**config.mk**
```make
export PLATFORM = sky130hd
export DESIGN_NAME = pad_function_select_mux
export DESIGN_NICKNAME = d
export VERILOG_FILES = /design/src/logic/pad_route_decoder.v /design/src/logic/pad_function_select_mux.v
export VERILOG_INCLUDE_DIRS = /design/src /design/src/logic
export SDC_FILE = /design/constraint.sdc
export NUM_CORES = 1
export LEC_CHECK = 0
export BUFFER_PORTS_ARGS = -buffer_cell sky130_fd_sc_hd__buf_2
export CAP_MARGIN = 20
export CELL_PAD_IN_SITES_DETAIL_PLACEMENT = 1
export CELL_PAD_IN_SITES_GLOBAL_PLACEMENT = 2
export CORE_ASPECT_RATIO = 1.75
export CORE_MARGIN = 4
export CORE_UTILIZATION = 22
export DETAILED_ROUTE_END_ITERATION = 8
export HOLD_SLACK_MARGIN = 0.03
export PLACE_DENSITY_LB_ADDON = 0.1
export SLEW_MARGIN = 20
export SYNTH_ARGS = -nofsm -noshare
export SYNTH_HDL_FRONTEND = slang
export SYNTH_SLANG_ARGS = --single-unit
```
**constraint.sdc**
```tcl
create_clock -name sys_clk_i -period 1.6 [get_ports sys_clk_i]
set_input_delay 0.32 -clock sys_clk_i [delete_from_list [all_inputs] [get_ports sys_clk_i]]
set_output_delay 0.32 -clock sys_clk_i [all_outputs]
set_load 0.05 [all_outputs]
```
**src/logic/pad_function_select_regs.vh**
```
// Purpose: register map and field constants for the pad function select mux
// Assumes: 32-bit avalon-mm slave, byte addresses
// Notes:   definitions only
`ifndef PAD_FUNCTION_SELECT_REGS_VH
`define PAD_FUNCTION_SELECT_REGS_VH

`define PFS_ADDR_W          8
`define PFS_OFFSET          8'h24
`define PFS_RESET           32'h0000_0000
`define PFS_SEL_LSB         0
`define PFS_SEL_MSB         2
`define PFS_FORCE_BIT       4
`define PFS_SEL_W           3
`define PFS_NUM_FUNC        8
`define PFS_UNMAPPED_DATA   32'h0000_0000
`define PFS_SEL_RESET       3'h0
`define PFS_FORCE_RESET     1'h0
`define PFS_FIELD_LANE      0

`define FUNC_GPIO_B2L5      3'h0
`define FUNC_TIMER4_CH0     3'h1
`define FUNC_PDM_BS0        3'h2
`define FUNC_DISPLAY_D1     3'h3
`define FUNC_SPI7_DIN       3'h4
`define FUNC_UART6_RX       3'h5
`define FUNC_I2C6_CLOCK     3'h6
`define FUNC_FLEXIO1_CH5    3'h7

`endif

```
**src/logic/pad_route_decoder.v**
```verilog
// Purpose: one-hot decode of the function-select code into per-function enables
// Assumes: same clock as the register block; registered outputs
// Notes:   input enable per function combines function ownership with the force bit
`timescale 1ns/1ps
`include "pad_function_select_regs.vh"

module pad_route_decoder (
    // clock and reset
    input  wire                       sys_clk_i,
    input  wire                       rst_i,
    // control
    input  wire [`PFS_SEL_W-1:0]      sel_i,
    input  wire                       force_in_i,
    // per-function enables
    output reg  [`PFS_NUM_FUNC-1:0]   owner_o,
    output reg  [`PFS_NUM_FUNC-1:0]   in_en_o
);

    // one-hot view of the code keeps the loop index out of a width compare
    wire [`PFS_NUM_FUNC-1:0] sel_onehot;

    assign sel_onehot = {{(`PFS_NUM_FUNC-1){1'b0}}, 1'b1} << sel_i;

    genvar g;
    generate
        for (g = 0; g < `PFS_NUM_FUNC; g = g + 1) begin : g_func
            always @(posedge sys_clk_i) begin
                if (rst_i) begin
                    owner_o[g] <= 1'b0;
                    in_en_o[g] <= 1'b0;
                end else begin
                    owner_o[g] <= sel_onehot[g];
                    // the forced path reaches every function, not only the owner
                    in_en_o[g] <= sel_onehot[g] | force_in_i;
                end
            end
        end
    endgenerate

endmodule // pad_route_decoder

```
**src/logic/pad_function_select_mux.v**
```verilog
// Purpose: pad function select register and pad mux for one general-purpose pad
// Assumes: single 100 MHz clock, synchronous active-high reset, avalon-mm slave
// Notes:   pad input is synchronised before it reaches any function;
//          routing lags a register write by two cycles (register, then decoder);
//          each bus access is answered after one wait cycle, so a master that
//          holds its request gets an answer every second cycle;
//          only byte lane 0 can write, since every field sits in it;
//          with the force bit set every function hears the pad, while
//          only the selected function may ever drive it;
//          unmapped reads are answered normally and return zero
//
// The Avalon-MM slave port was chosen for this implementation.
`timescale 1ns/1ps
`include "pad_function_select_regs.vh"

module pad_function_select_mux (
    // clock and reset
    input  wire                      sys_clk_i,
    input  wire                      rst_i,
    // avalon-mm slave
    input  wire [`PFS_ADDR_W-1:0]    avs_address_i,
    input  wire                      avs_read_i,
    input  wire                      avs_write_i,
    input  wire [31:0]               avs_writedata_i,
    input  wire [3:0]                avs_byteenable_i,
    output reg  [31:0]               avs_readdata_o,
    output reg                       avs_waitrequest_o,
    // target pad
    input  wire                      target_pad_i,
    output reg                       target_pad_o,
    output reg                       target_pad_oe_o,
    // function-side drive requests
    input  wire [`PFS_NUM_FUNC-1:0]  func_out_i,
    input  wire [`PFS_NUM_FUNC-1:0]  func_oe_i,
    // function-side received levels, one per function
    output reg                       gpio_bank2_line5_o,
    output reg                       timer4_channel0_o,
    output reg                       pdm_bitstream0_o,
    output reg                       display_data1_o,
    output reg                       spi7_data_in_o,
    output reg                       uart6_receive_o,
    output reg                       i2c6_clock_o,
    output reg                       flexible_io1_channel5_o,
    // state view
    output reg  [`PFS_SEL_W-1:0]     active_function_o,
    output reg                       force_input_path_o
);

    ////////////////////////////////////////////////////////////////////////////
    // register and bus slave
    // every access costs one wait cycle: a request is taken in the idle state
    // and answered in the next, so waitrequest and readdata both leave
    // straight from flip-flops at the price of half the peak bus rate
    localparam BUS_IDLE   = 1'b0;
    localparam BUS_ANSWER = 1'b1;

    reg                      bus_state_reg;
    reg                      bus_state_next;

    reg  [`PFS_SEL_W-1:0]    select_reg;
    reg  [`PFS_SEL_W-1:0]    select_next;
    reg                      force_reg;
    reg                      force_next;

    reg                      waitrequest_next;
    reg  [31:0]              readdata_next;

    wire                     hit;
    wire                     req;
    wire                     wr_take;
    wire                     rd_take;
    wire [31:0]              readback_word;

    assign hit      = (avs_address_i == `PFS_OFFSET);
    assign req      = avs_read_i | avs_write_i;
    // every field lives in byte lane 0, so only that lane gates a write
    assign wr_take  = avs_write_i & hit & avs_byteenable_i[`PFS_FIELD_LANE];
    assign rd_take  = avs_read_i & hit;
    // bits 31-5 and bit 3 are not stored and read back zero
    assign readback_word = {27'h000_0000, force_reg, 1'b0, select_reg};

    always @* begin
        bus_state_next   = bus_state_reg;
        select_next      = select_reg;
        force_next       = force_reg;
        waitrequest_next = 1'b1;
        readdata_next    = avs_readdata_o;
        case (bus_state_reg)
            BUS_IDLE: begin
                if (req) begin
                    bus_state_next   = BUS_ANSWER;
                    waitrequest_next = 1'b0;
                    if (wr_take) begin
                        select_next = avs_writedata_i[`PFS_SEL_MSB:`PFS_SEL_LSB];
                        force_next  = avs_writedata_i[`PFS_FORCE_BIT];
                    end
                    if (rd_take) begin
                        readdata_next = readback_word;
                    end else begin
                        // unmapped reads and all writes still get an answer
                        readdata_next = `PFS_UNMAPPED_DATA;
                    end
                end
            end
            BUS_ANSWER: begin
                // the master lets go on this edge; a request it keeps up is
                // taken again as a new access one cycle later
                bus_state_next = BUS_IDLE;
            end
            default: begin
                bus_state_next = BUS_IDLE;
            end
        endcase
    end

    always @(posedge sys_clk_i) begin
        if (rst_i) begin
            bus_state_reg     <= BUS_IDLE;
            select_reg        <= `PFS_SEL_RESET;
            force_reg         <= `PFS_FORCE_RESET;
            avs_waitrequest_o <= 1'b1;
            avs_readdata_o    <= `PFS_RESET;
        end else begin
            bus_state_reg     <= bus_state_next;
            select_reg        <= select_next;
            force_reg         <= force_next;
            avs_waitrequest_o <= waitrequest_next;
            avs_readdata_o    <= readdata_next;
        end
    end

    ////////////////////////////////////////////////////////////////////////////
    // routing decode
    // registered, so owner and in_en settle one edge after the field and
    // the pad never sees a half-decoded code while the field changes
    wire [`PFS_NUM_FUNC-1:0] owner;
    wire [`PFS_NUM_FUNC-1:0] in_en;

    pad_route_decoder u_decoder (
        .sys_clk_i  (sys_clk_i),
        .rst_i      (rst_i),
        .sel_i      (select_reg),
        .force_in_i (force_reg),
        .owner_o    (owner),
        .in_en_o    (in_en)
    );

    ////////////////////////////////////////////////////////////////////////////
    // pad input synchroniser; first stage feeds only the second
    reg pad_meta_reg;
    reg pad_sync_reg;

    always @(posedge sys_clk_i) begin
        if (rst_i) begin
            pad_meta_reg <= 1'b0;
            pad_sync_reg <= 1'b0;
        end else begin
            pad_meta_reg <= target_pad_i;
            pad_sync_reg <= pad_meta_reg;
        end
    end

    ////////////////////////////////////////////////////////////////////////////
    // input fan-out: a function sees the pad only while its input path is on,
    // otherwise it sees a quiet low
    wire [`PFS_NUM_FUNC-1:0] fanout_next;

    assign fanout_next = {`PFS_NUM_FUNC{pad_sync_reg}} & in_en;

    always @(posedge sys_clk_i) begin
        if (rst_i) begin
            gpio_bank2_line5_o      <= 1'b0;
            timer4_channel0_o       <= 1'b0;
            pdm_bitstream0_o        <= 1'b0;
            display_data1_o         <= 1'b0;
            spi7_data_in_o          <= 1'b0;
            uart6_receive_o         <= 1'b0;
            i2c6_clock_o            <= 1'b0;
            flexible_io1_channel5_o <= 1'b0;
        end else begin
            gpio_bank2_line5_o      <= fanout_next[`FUNC_GPIO_B2L5];
            timer4_channel0_o       <= fanout_next[`FUNC_TIMER4_CH0];
            pdm_bitstream0_o        <= fanout_next[`FUNC_PDM_BS0];
            display_data1_o         <= fanout_next[`FUNC_DISPLAY_D1];
            spi7_data_in_o          <= fanout_next[`FUNC_SPI7_DIN];
            uart6_receive_o         <= fanout_next[`FUNC_UART6_RX];
            i2c6_clock_o            <= fanout_next[`FUNC_I2C6_CLOCK];
            flexible_io1_channel5_o <= fanout_next[`FUNC_FLEXIO1_CH5];
        end
    end

    ////////////////////////////////////////////////////////////////////////////
    // output drive: only the selected function may drive the pad, so two
    // functions can never fight on it
    always @(posedge sys_clk_i) begin
        if (rst_i) begin
            target_pad_o    <= 1'b0;
            target_pad_oe_o <= 1'b0;
        end else begin
            target_pad_o    <= |(func_out_i & owner);
            target_pad_oe_o <= |(func_oe_i & owner);
        end
    end

    ////////////////////////////////////////////////////////////////////////////
    // state view: copies of the fields for the pad's neighbours; they move
    // one edge after the register, together with the decoder
    always @(posedge sys_clk_i) begin
        if (rst_i) begin
            active_function_o  <= `PFS_SEL_RESET;
            force_input_path_o <= `PFS_FORCE_RESET;
        end else begin
            active_function_o  <= select_reg;
            force_input_path_o <= force_reg;
        end
    end

endmodule // pad_function_select_mux

```
Yosys cells after proc, flatten, opt, wreduce, memory -nomap -nowiden:

Cells that the tools add are included.

* register bits: 70
* input port bits: 65
* output and inout bits: 47
* word-level logic and storage cells: 62

* equal/unequal tests: 1
* shift operators: 1
* muxes and demuxes: 4
* bitwise logic cells: 16
* reduce and logical (&&, ||, !) cells: 5

Operators by type and width (count)
* $and A8 B8 Y8: 3
* $reduce_or A8 Y1: 2
* $or A1 B1 Y1: 9
* $eq A8 B6 Y1 const B: 1
* $shl A1 B3 Y8 const A: 1
* $mux W5: 1
* $and A1 B1 Y1: 3
* $reduce_and A3 Y1: 1
* $mux W1: 2
* $pmux W1 S2: 1
* $reduce_and A2 Y1: 1
* $reduce_or A2 Y1: 1
* $not A1 Y1: 1

Logic depth before layout (Yosys ltp):

Gate-level depths: netlist of the first run.

* depth in word-level cells: 4
* gate-level depth with buffers: 4
* depth with buffers taken out: 3

Modules after synthesis:

Synthesis of the first run repeated with hierarchy kept, for this count alone.

* cell total of the unflattened synthesis: 148
* area total of the unflattened synthesis: 1619.1 um^2

Modules (own cells, without submodules)
* pad_function_select_mux: instances 1, cells each 109, area an instance 1152.4 um^2, sequential area each 520.5 um^2
* pad_route_decoder: instances 1, cells each 39, area an instance 466.7 um^2, sequential area each 320.3 um^2

Worst setup path after synthesis of the first run:

No wires, ideal clock.

* path kind: input -> register
* start: input avs_address_i[4]
* end: register select_reg[1]
* setup time: 0.121 ns
* data arrival time: 1.205 ns
* data required time: 1.479 ns
* path slack: 0.273 ns
* cell stages on the path: 3
* path buffers: 0
* cell sequence: nor4b_4 nand4_4 mux2_4

* word-level cells in the longest chain between the ends: 4

RTL lines
* from (decl): line pad_function_select_mux.v:21 `` input wire [`PFS_ADDR_W-1:0] avs_address_i, ``
* $eq A8 B6 Y1 (no source line)
* $and A1 B1 Y1 (2 in series): line pad_function_select_mux.v:77 `` assign wr_take = avs_write_i & hit & avs_byteenable_i[`PFS_FIELD_LANE]; ``
* $reduce_and A3 Y1 (no source line)
* to (signal assigned): line pad_function_select_mux.v:119 `` select_reg <= `PFS_SEL_RESET; ``
* to (signal assigned): line pad_function_select_mux.v:125 `select_reg <= select_next;`
* to (decl): line pad_function_select_mux.v:60 `` reg [`PFS_SEL_W-1:0] select_reg; ``

Every way passes these cells.
A chain may end at the register's enable or synchronous reset.

Worst setup path in the final report of the first run:

* start: register avs_readdata_o[2]
* end: output avs_readdata_o[2]

RTL lines
* from (decl): line pad_function_select_mux.v:26 `output reg [31:0] avs_readdata_o,`
* from (signal assigned): line pad_function_select_mux.v:122 `` avs_readdata_o <= `PFS_RESET; ``
* from (signal assigned): line pad_function_select_mux.v:128 `avs_readdata_o <= readdata_next;`

No word-level cell between the ends.

==> qor.txt, run 1 <==
status -> complete, no violations
Leakage -> 0.974 nW
most common cell after layout, fill and taps aside -> buf_2
drt drc -> 0
CP cell instances -> buf_2
final WL -> 4.03 mm
Syn Inst Count -> 148
synth warn -> 0
clock sinks -> 42
Seq cells post-synth -> 42
crit path max fanout -> 2
Hold Vio Cnt, Final -> 0
delay-heaviest family, CP -> flip-flops
die footprint -> 8710 um^2
Critical Path RT -> 1280 ps
core area -> 6960 um^2
clk slew on worst S/H paths -> 60 ps
Avg Cell Area, Syn -> 10.7 um^2
Stages on worst setup path -> 1
DP HPWL -> 3.42 mm
DP Area -> 1870 um^2
Synth area leader -> dfxtp_1
Final #Nets -> 272
Highest Clock Rate -> 832 MHz
Initial Util -> 22.9%
routed vias -> 1,146
crit end category -> primary output
IO Port Bufs -> 52
Placer Congestion -> 0.783
Slew Limit Fails -> 0
Crit-path slowest cell -> dfxtp_1
initial antenna violation count -> 0
minimum setup slack among reg-to-reg paths -> 460 ps
final setup vio count -> 0
post-layout minimum cycle time -> 1200 ps
Hold WC Path Type -> in -> reg
largest stage delay on the critical path -> 340 ps
share of post-route cells with drive strength above 1 -> 34.1%
Post-Layout Inst Area -> 2030 um^2
clk_skew -> 4.03 ps
postcts setup bufs -> 0
worst reg-to-reg path cell count -> 3
CTS tree -> built
CTS H-tree depth -> 2
drt first pass iters -> 2
total track usage -> 9.66%
fin cells -> 292
die span in y -> 120 um
Largest regs -> u_decoder.in_en_o (8), u_decoder.owner_o (8), avs_readdata_o (4)
pin count of the biggest net entering global routing -> 14
critical path class -> reg -> out
post-DR vias/cell -> 3.92
Die Wd -> 72.3 um
Worst IR Drop VDD -> 0.000334 V
PD cells -> 1230 nW/um^2
area grow syn2layout -> 27.7%
setup TNS -> 0 ps
diode count -> 0
number of cell rows -> 40
top cells by area, synth -> dfxtp_1, buf_4, a22oi_1
post-route ant nets -> 0
max-cap check violation count -> 0
Max Root-Sink Buffers -> 2
root buffer cell -> clkbuf_16
Synth top area share -> 52.9%
post-CTS sizing -> 0
RSZ-0062 raised after global routing -> false
Synth Cell Area -> 1590 um^2
Clock Latency Late Sink -> 280 ps
register area share after synthesis -> 52.9%
WL/cell -> 13.8 um
Critical Path AT -> 880 ps
CP bufs+invs -> 1
most frequent cells in the layout -> buf_2, dfxtp_1, conb_1
Inst Count DP -> 284
Worst Hold Depth -> 2
Post-CTS Hold Buffers -> 0
# IOs -> 112
CTS Buf Count -> 5
first-pass GRT wire length -> 6.40 mm
Distinct cells, synth -> 23
nature of the critical path startpoint -> flip-flop
1st-iter DRT viols -> 23
crit share post-route -> 75.1%
global route overflow -> 0
vias in the first global route -> 1,293
[worst reg2reg max path: cells and delay by family (launching register included)]
| kind | cells | cell delay [ps] |
|---|---|---|
| flip-flops | 1 | 320 |
| AND/OR/NAND/NOR | 2 | 390 |
| multiplexers | 1 | 330 |
[cell families after synthesis]
logic type             Yosys count  synth area share, %
muxes                            4                 3.15
AOI/OAI and AO/OA               19                 9.13
other                            1                0.236
DFF                             42                 52.9
and+or+nand+nor                 48                 20.0
buffers and inverters           34                 14.6
[synthesized netlist by cell type, drive strengths merged]
library cell   n
mux2           2
o21ba          1
o21ai          3
nand4          1
buf           28
o21bai         1
conb           1
inv            3
dfxtp         42
nor2           8
or2            5
nand2          1
a41oi          6
and2           8
nor4           1
nor2b          8
clkbuf         3
nor3           8
a22oi          8
nand2b         6
nor4b          2
mux2i          2
[layout make-up]
class	count	area, um^2
Sequential cell	42	841
Fill cell	830	4930
Clock inverter	3	40.0
Timing Repair Buffer	56	290
Tap cell	84	105
Clock buffer	5	125
Inverter	3	11.3
Multi-Input combinational cell	99	618
[metrics by stage]
| stage | total power, mW | hold slack, ps | setup slack (ps) | util (%) |
|---|---|---|---|---|
| after global placement | 1.40 | 408 | 139 | 26.8 |
| final | 2.50 | 252 | 398 | 29.2 |
| after detailed placement | 1.40 | 417 | 115 | 26.8 |
| after floorplan | 1.38 | 406 | 273 | - |
| after global routing | 2.60 | 271 | 342 | 29.2 |
| after CTS | 2.54 | 247 | 382 | 29.2 |
[report_power, final]
part           total [mW]  switching (mW)  internal (mW)  leakage (nW)
Combinational       0.309           0.243         0.0657         0.550
Sequential           1.07         0.00706           1.06         0.341
Clock                1.12           0.389          0.729        0.0836
[routing by layer]
layer	routed length (um)	track usage [%]
met4	69	4.24
met2	2530	19.5
met1	1230	8.34
met5	0	0
met3	209	2.50
[final timing paths]
kind,start,to
setup reg to reg,bus_state_reg$_SDFF_PP0_,select_reg[1]$_SDFFE_PP0P_
hold / removal,target_pad_i,pad_meta_reg$_SDFF_PP0_
hold reg to reg,u_decoder.in_en_o[1]$_SDFF_PP0_,timer4_channel0_o$_SDFF_PP0_
setup / recovery,avs_readdata_o[2]$_SDFFE_PP0P_,avs_readdata_o[2]
No activity file was read; power rests on OpenSTA's default activity.
==> run 2, diff against run 1 <==
- ABC_AREA: default -> 1
- CORE_UTILIZATION: 22 -> 19
- clock period: 1.6 -> 1 ns (I/O delays scaled with it)
==> qor.txt, run 2 <==
status -> complete, no violations
Hold WC Path Type -> in -> reg
vias in the first global route -> 1,355 (+4.8%)
Top Usage Layer GRT -> met2
die span in y -> 131 um (+8.6%)
DP HPWL -> 3.27 mm (-4.4%)
fillers -> 1,031 (+24%)
Placer Congestion -> 0.681 (-13%)
first-pass GRT wire length -> 6.12 mm (-4.4%)
top cells by area, synth -> dfxtp_1, buf_4, nand2_1
Max Root-Sink Buffers -> 2 (unchanged)
max-cap check violation count -> 0 (unchanged)
Die Wd -> 78.2 um (+8.1%)
post-DR vias/cell -> 3.45 (-12%)
# IOs -> 112 (unchanged)
DP Area -> 1960 um^2 (+5.2%)
drt drc -> 0 (unchanged)
CP bufs+invs -> 1 (unchanged)
drt first pass iters -> 4 (+2)
total track usage -> 7.74% (-1.9 points)
number of cell rows -> 44 (+10%)
clock sinks -> 42 (unchanged)
die footprint -> 10,200 um^2 (+17%)
final setup vio count -> 0 (unchanged)
Critical Path AT -> 780 ps (-100 ps)
Post-synth top cells -> dfxtp_1, nand2_1, nor2_1
Worst IR Drop VDD -> 0.000542 V (+62%)
Initial Util -> 19.6% (-3.3 points)
share of post-route cells with drive strength above 1 -> 34.0% (-0.16 points)
pin count of the biggest net entering global routing -> 13 (-1)
core area -> 8370 um^2 (+20%)
final WL -> 3.93 mm (-2.6%)
Crit-path slowest cell -> dfxtp_2
crit path max fanout -> 2 (unchanged)
met2 Track Usage GR -> 15.1% (-4.4 points)
largest stage delay on the critical path -> 350 ps (about the same)
count leader, synth -> dfxtp_1
CTS H-tree depth -> 2 (unchanged)
delay-heaviest family, CP -> flip-flops
Critical Path RT -> 800 ps (-480 ps)
post-CTS sizing -> 29 (+29)
Largest regs -> u_decoder.in_en_o (8), u_decoder.owner_o (8), avs_readdata_o (4)
Synth Cell Area -> 1640 um^2 (+2.9%)
Post-synth EDFFs -> 0 (unchanged)
Hold Vio Cnt, Final -> 0 (unchanged)
Seq cells post-synth -> 42 (unchanged)
RSZ-0062 raised after global routing -> true
critical path class -> reg -> out
GRT met1 Usage -> 7.25% (-1.1 points)
minimum setup slack among reg-to-reg paths -> 80 ps (-380 ps)
global route overflow -> 0 (unchanged)
CP startpoint -> avs_readdata_o[0]$_SDFFE_PP0P_
1st-iter DRT viols -> 57 (+150%)
area grow syn2layout -> 36.6%
Synth area leader -> dfxtp_1
Clock Latency Late Sink -> 280 ps (about the same)
Distinct cells, synth -> 19 (-17%)
WL/cell -> 10.5 um (-24%)
Avg Cell Area, Syn -> 8.31 um^2 (-23%)
clk_skew -> 3.28 ps (-0.747 ps)
final core utilization -> 26.7% (-2.5 points)
PD cells -> 1720 nW/um^2 (+40%)
Power, Total -> 3.85 mW (+54%)
FF-to-FF Start -> bus_state_reg$_SDFF_PP0_
IO Port Bufs -> 52 (unchanged)
setup TNS -> 0 ps (unchanged)
Synth top area share -> 51.4% (-1.5 points)
FF+latch area -> 847 um^2 (+0.74%)
initial antenna violation count -> 0 (unchanged)
nature of the critical path startpoint -> flip-flop
main flop type after synthesis -> dfxtp_1
register area share after synthesis -> 51.4% (-1.5 points)
CTS Buf Count -> 5 (unchanged)
Final #Nets -> 323 (+19%)
synth warn -> 0 (unchanged)
hold_ws -> 122 ps (-130 ps)
post-layout minimum cycle time -> 978 ps
Post-Layout Inst Area -> 2240 um^2 (+10%)
HP Start -> target_pad_i
most frequent cells in the layout -> nand2_1, dfxtp_1, buf_2, nor2_1, conb_1
asr flop ratio synth -> 0% (unchanged)
Leakage -> 1.08 nW (+11%)
diode count -> 0 (unchanged)
crit end category -> primary output
routed vias -> 1,291 (+13%)
Highest Clock Rate -> 1020 MHz
CP cell instances -> buf_8
area occupied by multi-input gates -> 612 um^2 (-1.0%)
post-route ant nets -> 0 (unchanged)
met3 Use GR -> 1.85% (-0.64 points)
postcts setup bufs -> 0 (unchanged)
Slew Limit Fails -> 0 (unchanged)
crit share post-route -> 97.8%
Post-CTS Hold Buffers -> 0 (unchanged)
clk slew on worst S/H paths -> 60 ps (about the same)
CTS tree -> built
Syn Inst Count -> 197 (+33%)
root buffer cell -> clkbuf_16
==> run 2: cell types whose count changed after synthesis, sizes merged, moves of 9 or more <==
cell   before  now
nand2       1   42
nor2        8   36
inv         3   17
o21ai       3   12
==> run 2: per-layer routing <==
metal	vias up	part of all wire, %	wire length [um]
met2	49	57	2240
li1	671	-	-
met4	0	2.5	97
met3	6	6.6	259
met5	-	0	0
met1	565	34	1330
==> run 2: cell type report <==
type	instances	share of cell area, %
Clock buffer	7	6.38
Clock inverter	1	0.224
Inverter	17	3.08
Multi-Input combinational cell	134	27.4
Sequential cell	42	37.9
Tap cell	115	6.44
Timing Repair Buffer	58	18.6
==> run 2: power breakdown <==
group          leakage (nW)  internal (mW)  switching [mW]
combinational         0.667          0.126           0.399
sequential            0.343           1.71          0.0216
clock                0.0739          0.989           0.611
total                  1.08           2.82            1.03
==> run 2: cells by family (layout without fill, tap and decap cells) <==
family          count (synthesis)  after routing  synth area share (%)
other cells                     1             28                 0.229
compound gates                 18             18                  5.50
flops                          42             42                  51.4
simple gates                   88             88                  25.0
buf+inv                        48             83                  17.9
==> run 2: through the flow <==
step	cells	setup WS, ps
2_1_floorplan	224	93.4
5_1_grt	374	-28.5
3_5_place_dp	366	-12.2
4_1_cts	374	1.45
6_report	374	21.9
3_3_place_gp	366	-14.4
==> run 2: worst paths after layout <==
check	endpoint	cells after the start
max	avs_readdata_o[0]	1
min	pad_meta_reg$_SDFF_PP0_	3
max reg2reg	select_reg[1]$_SDFFE_PP0P_	5
min reg2reg	pad_sync_reg$_SDFF_PP0_	2
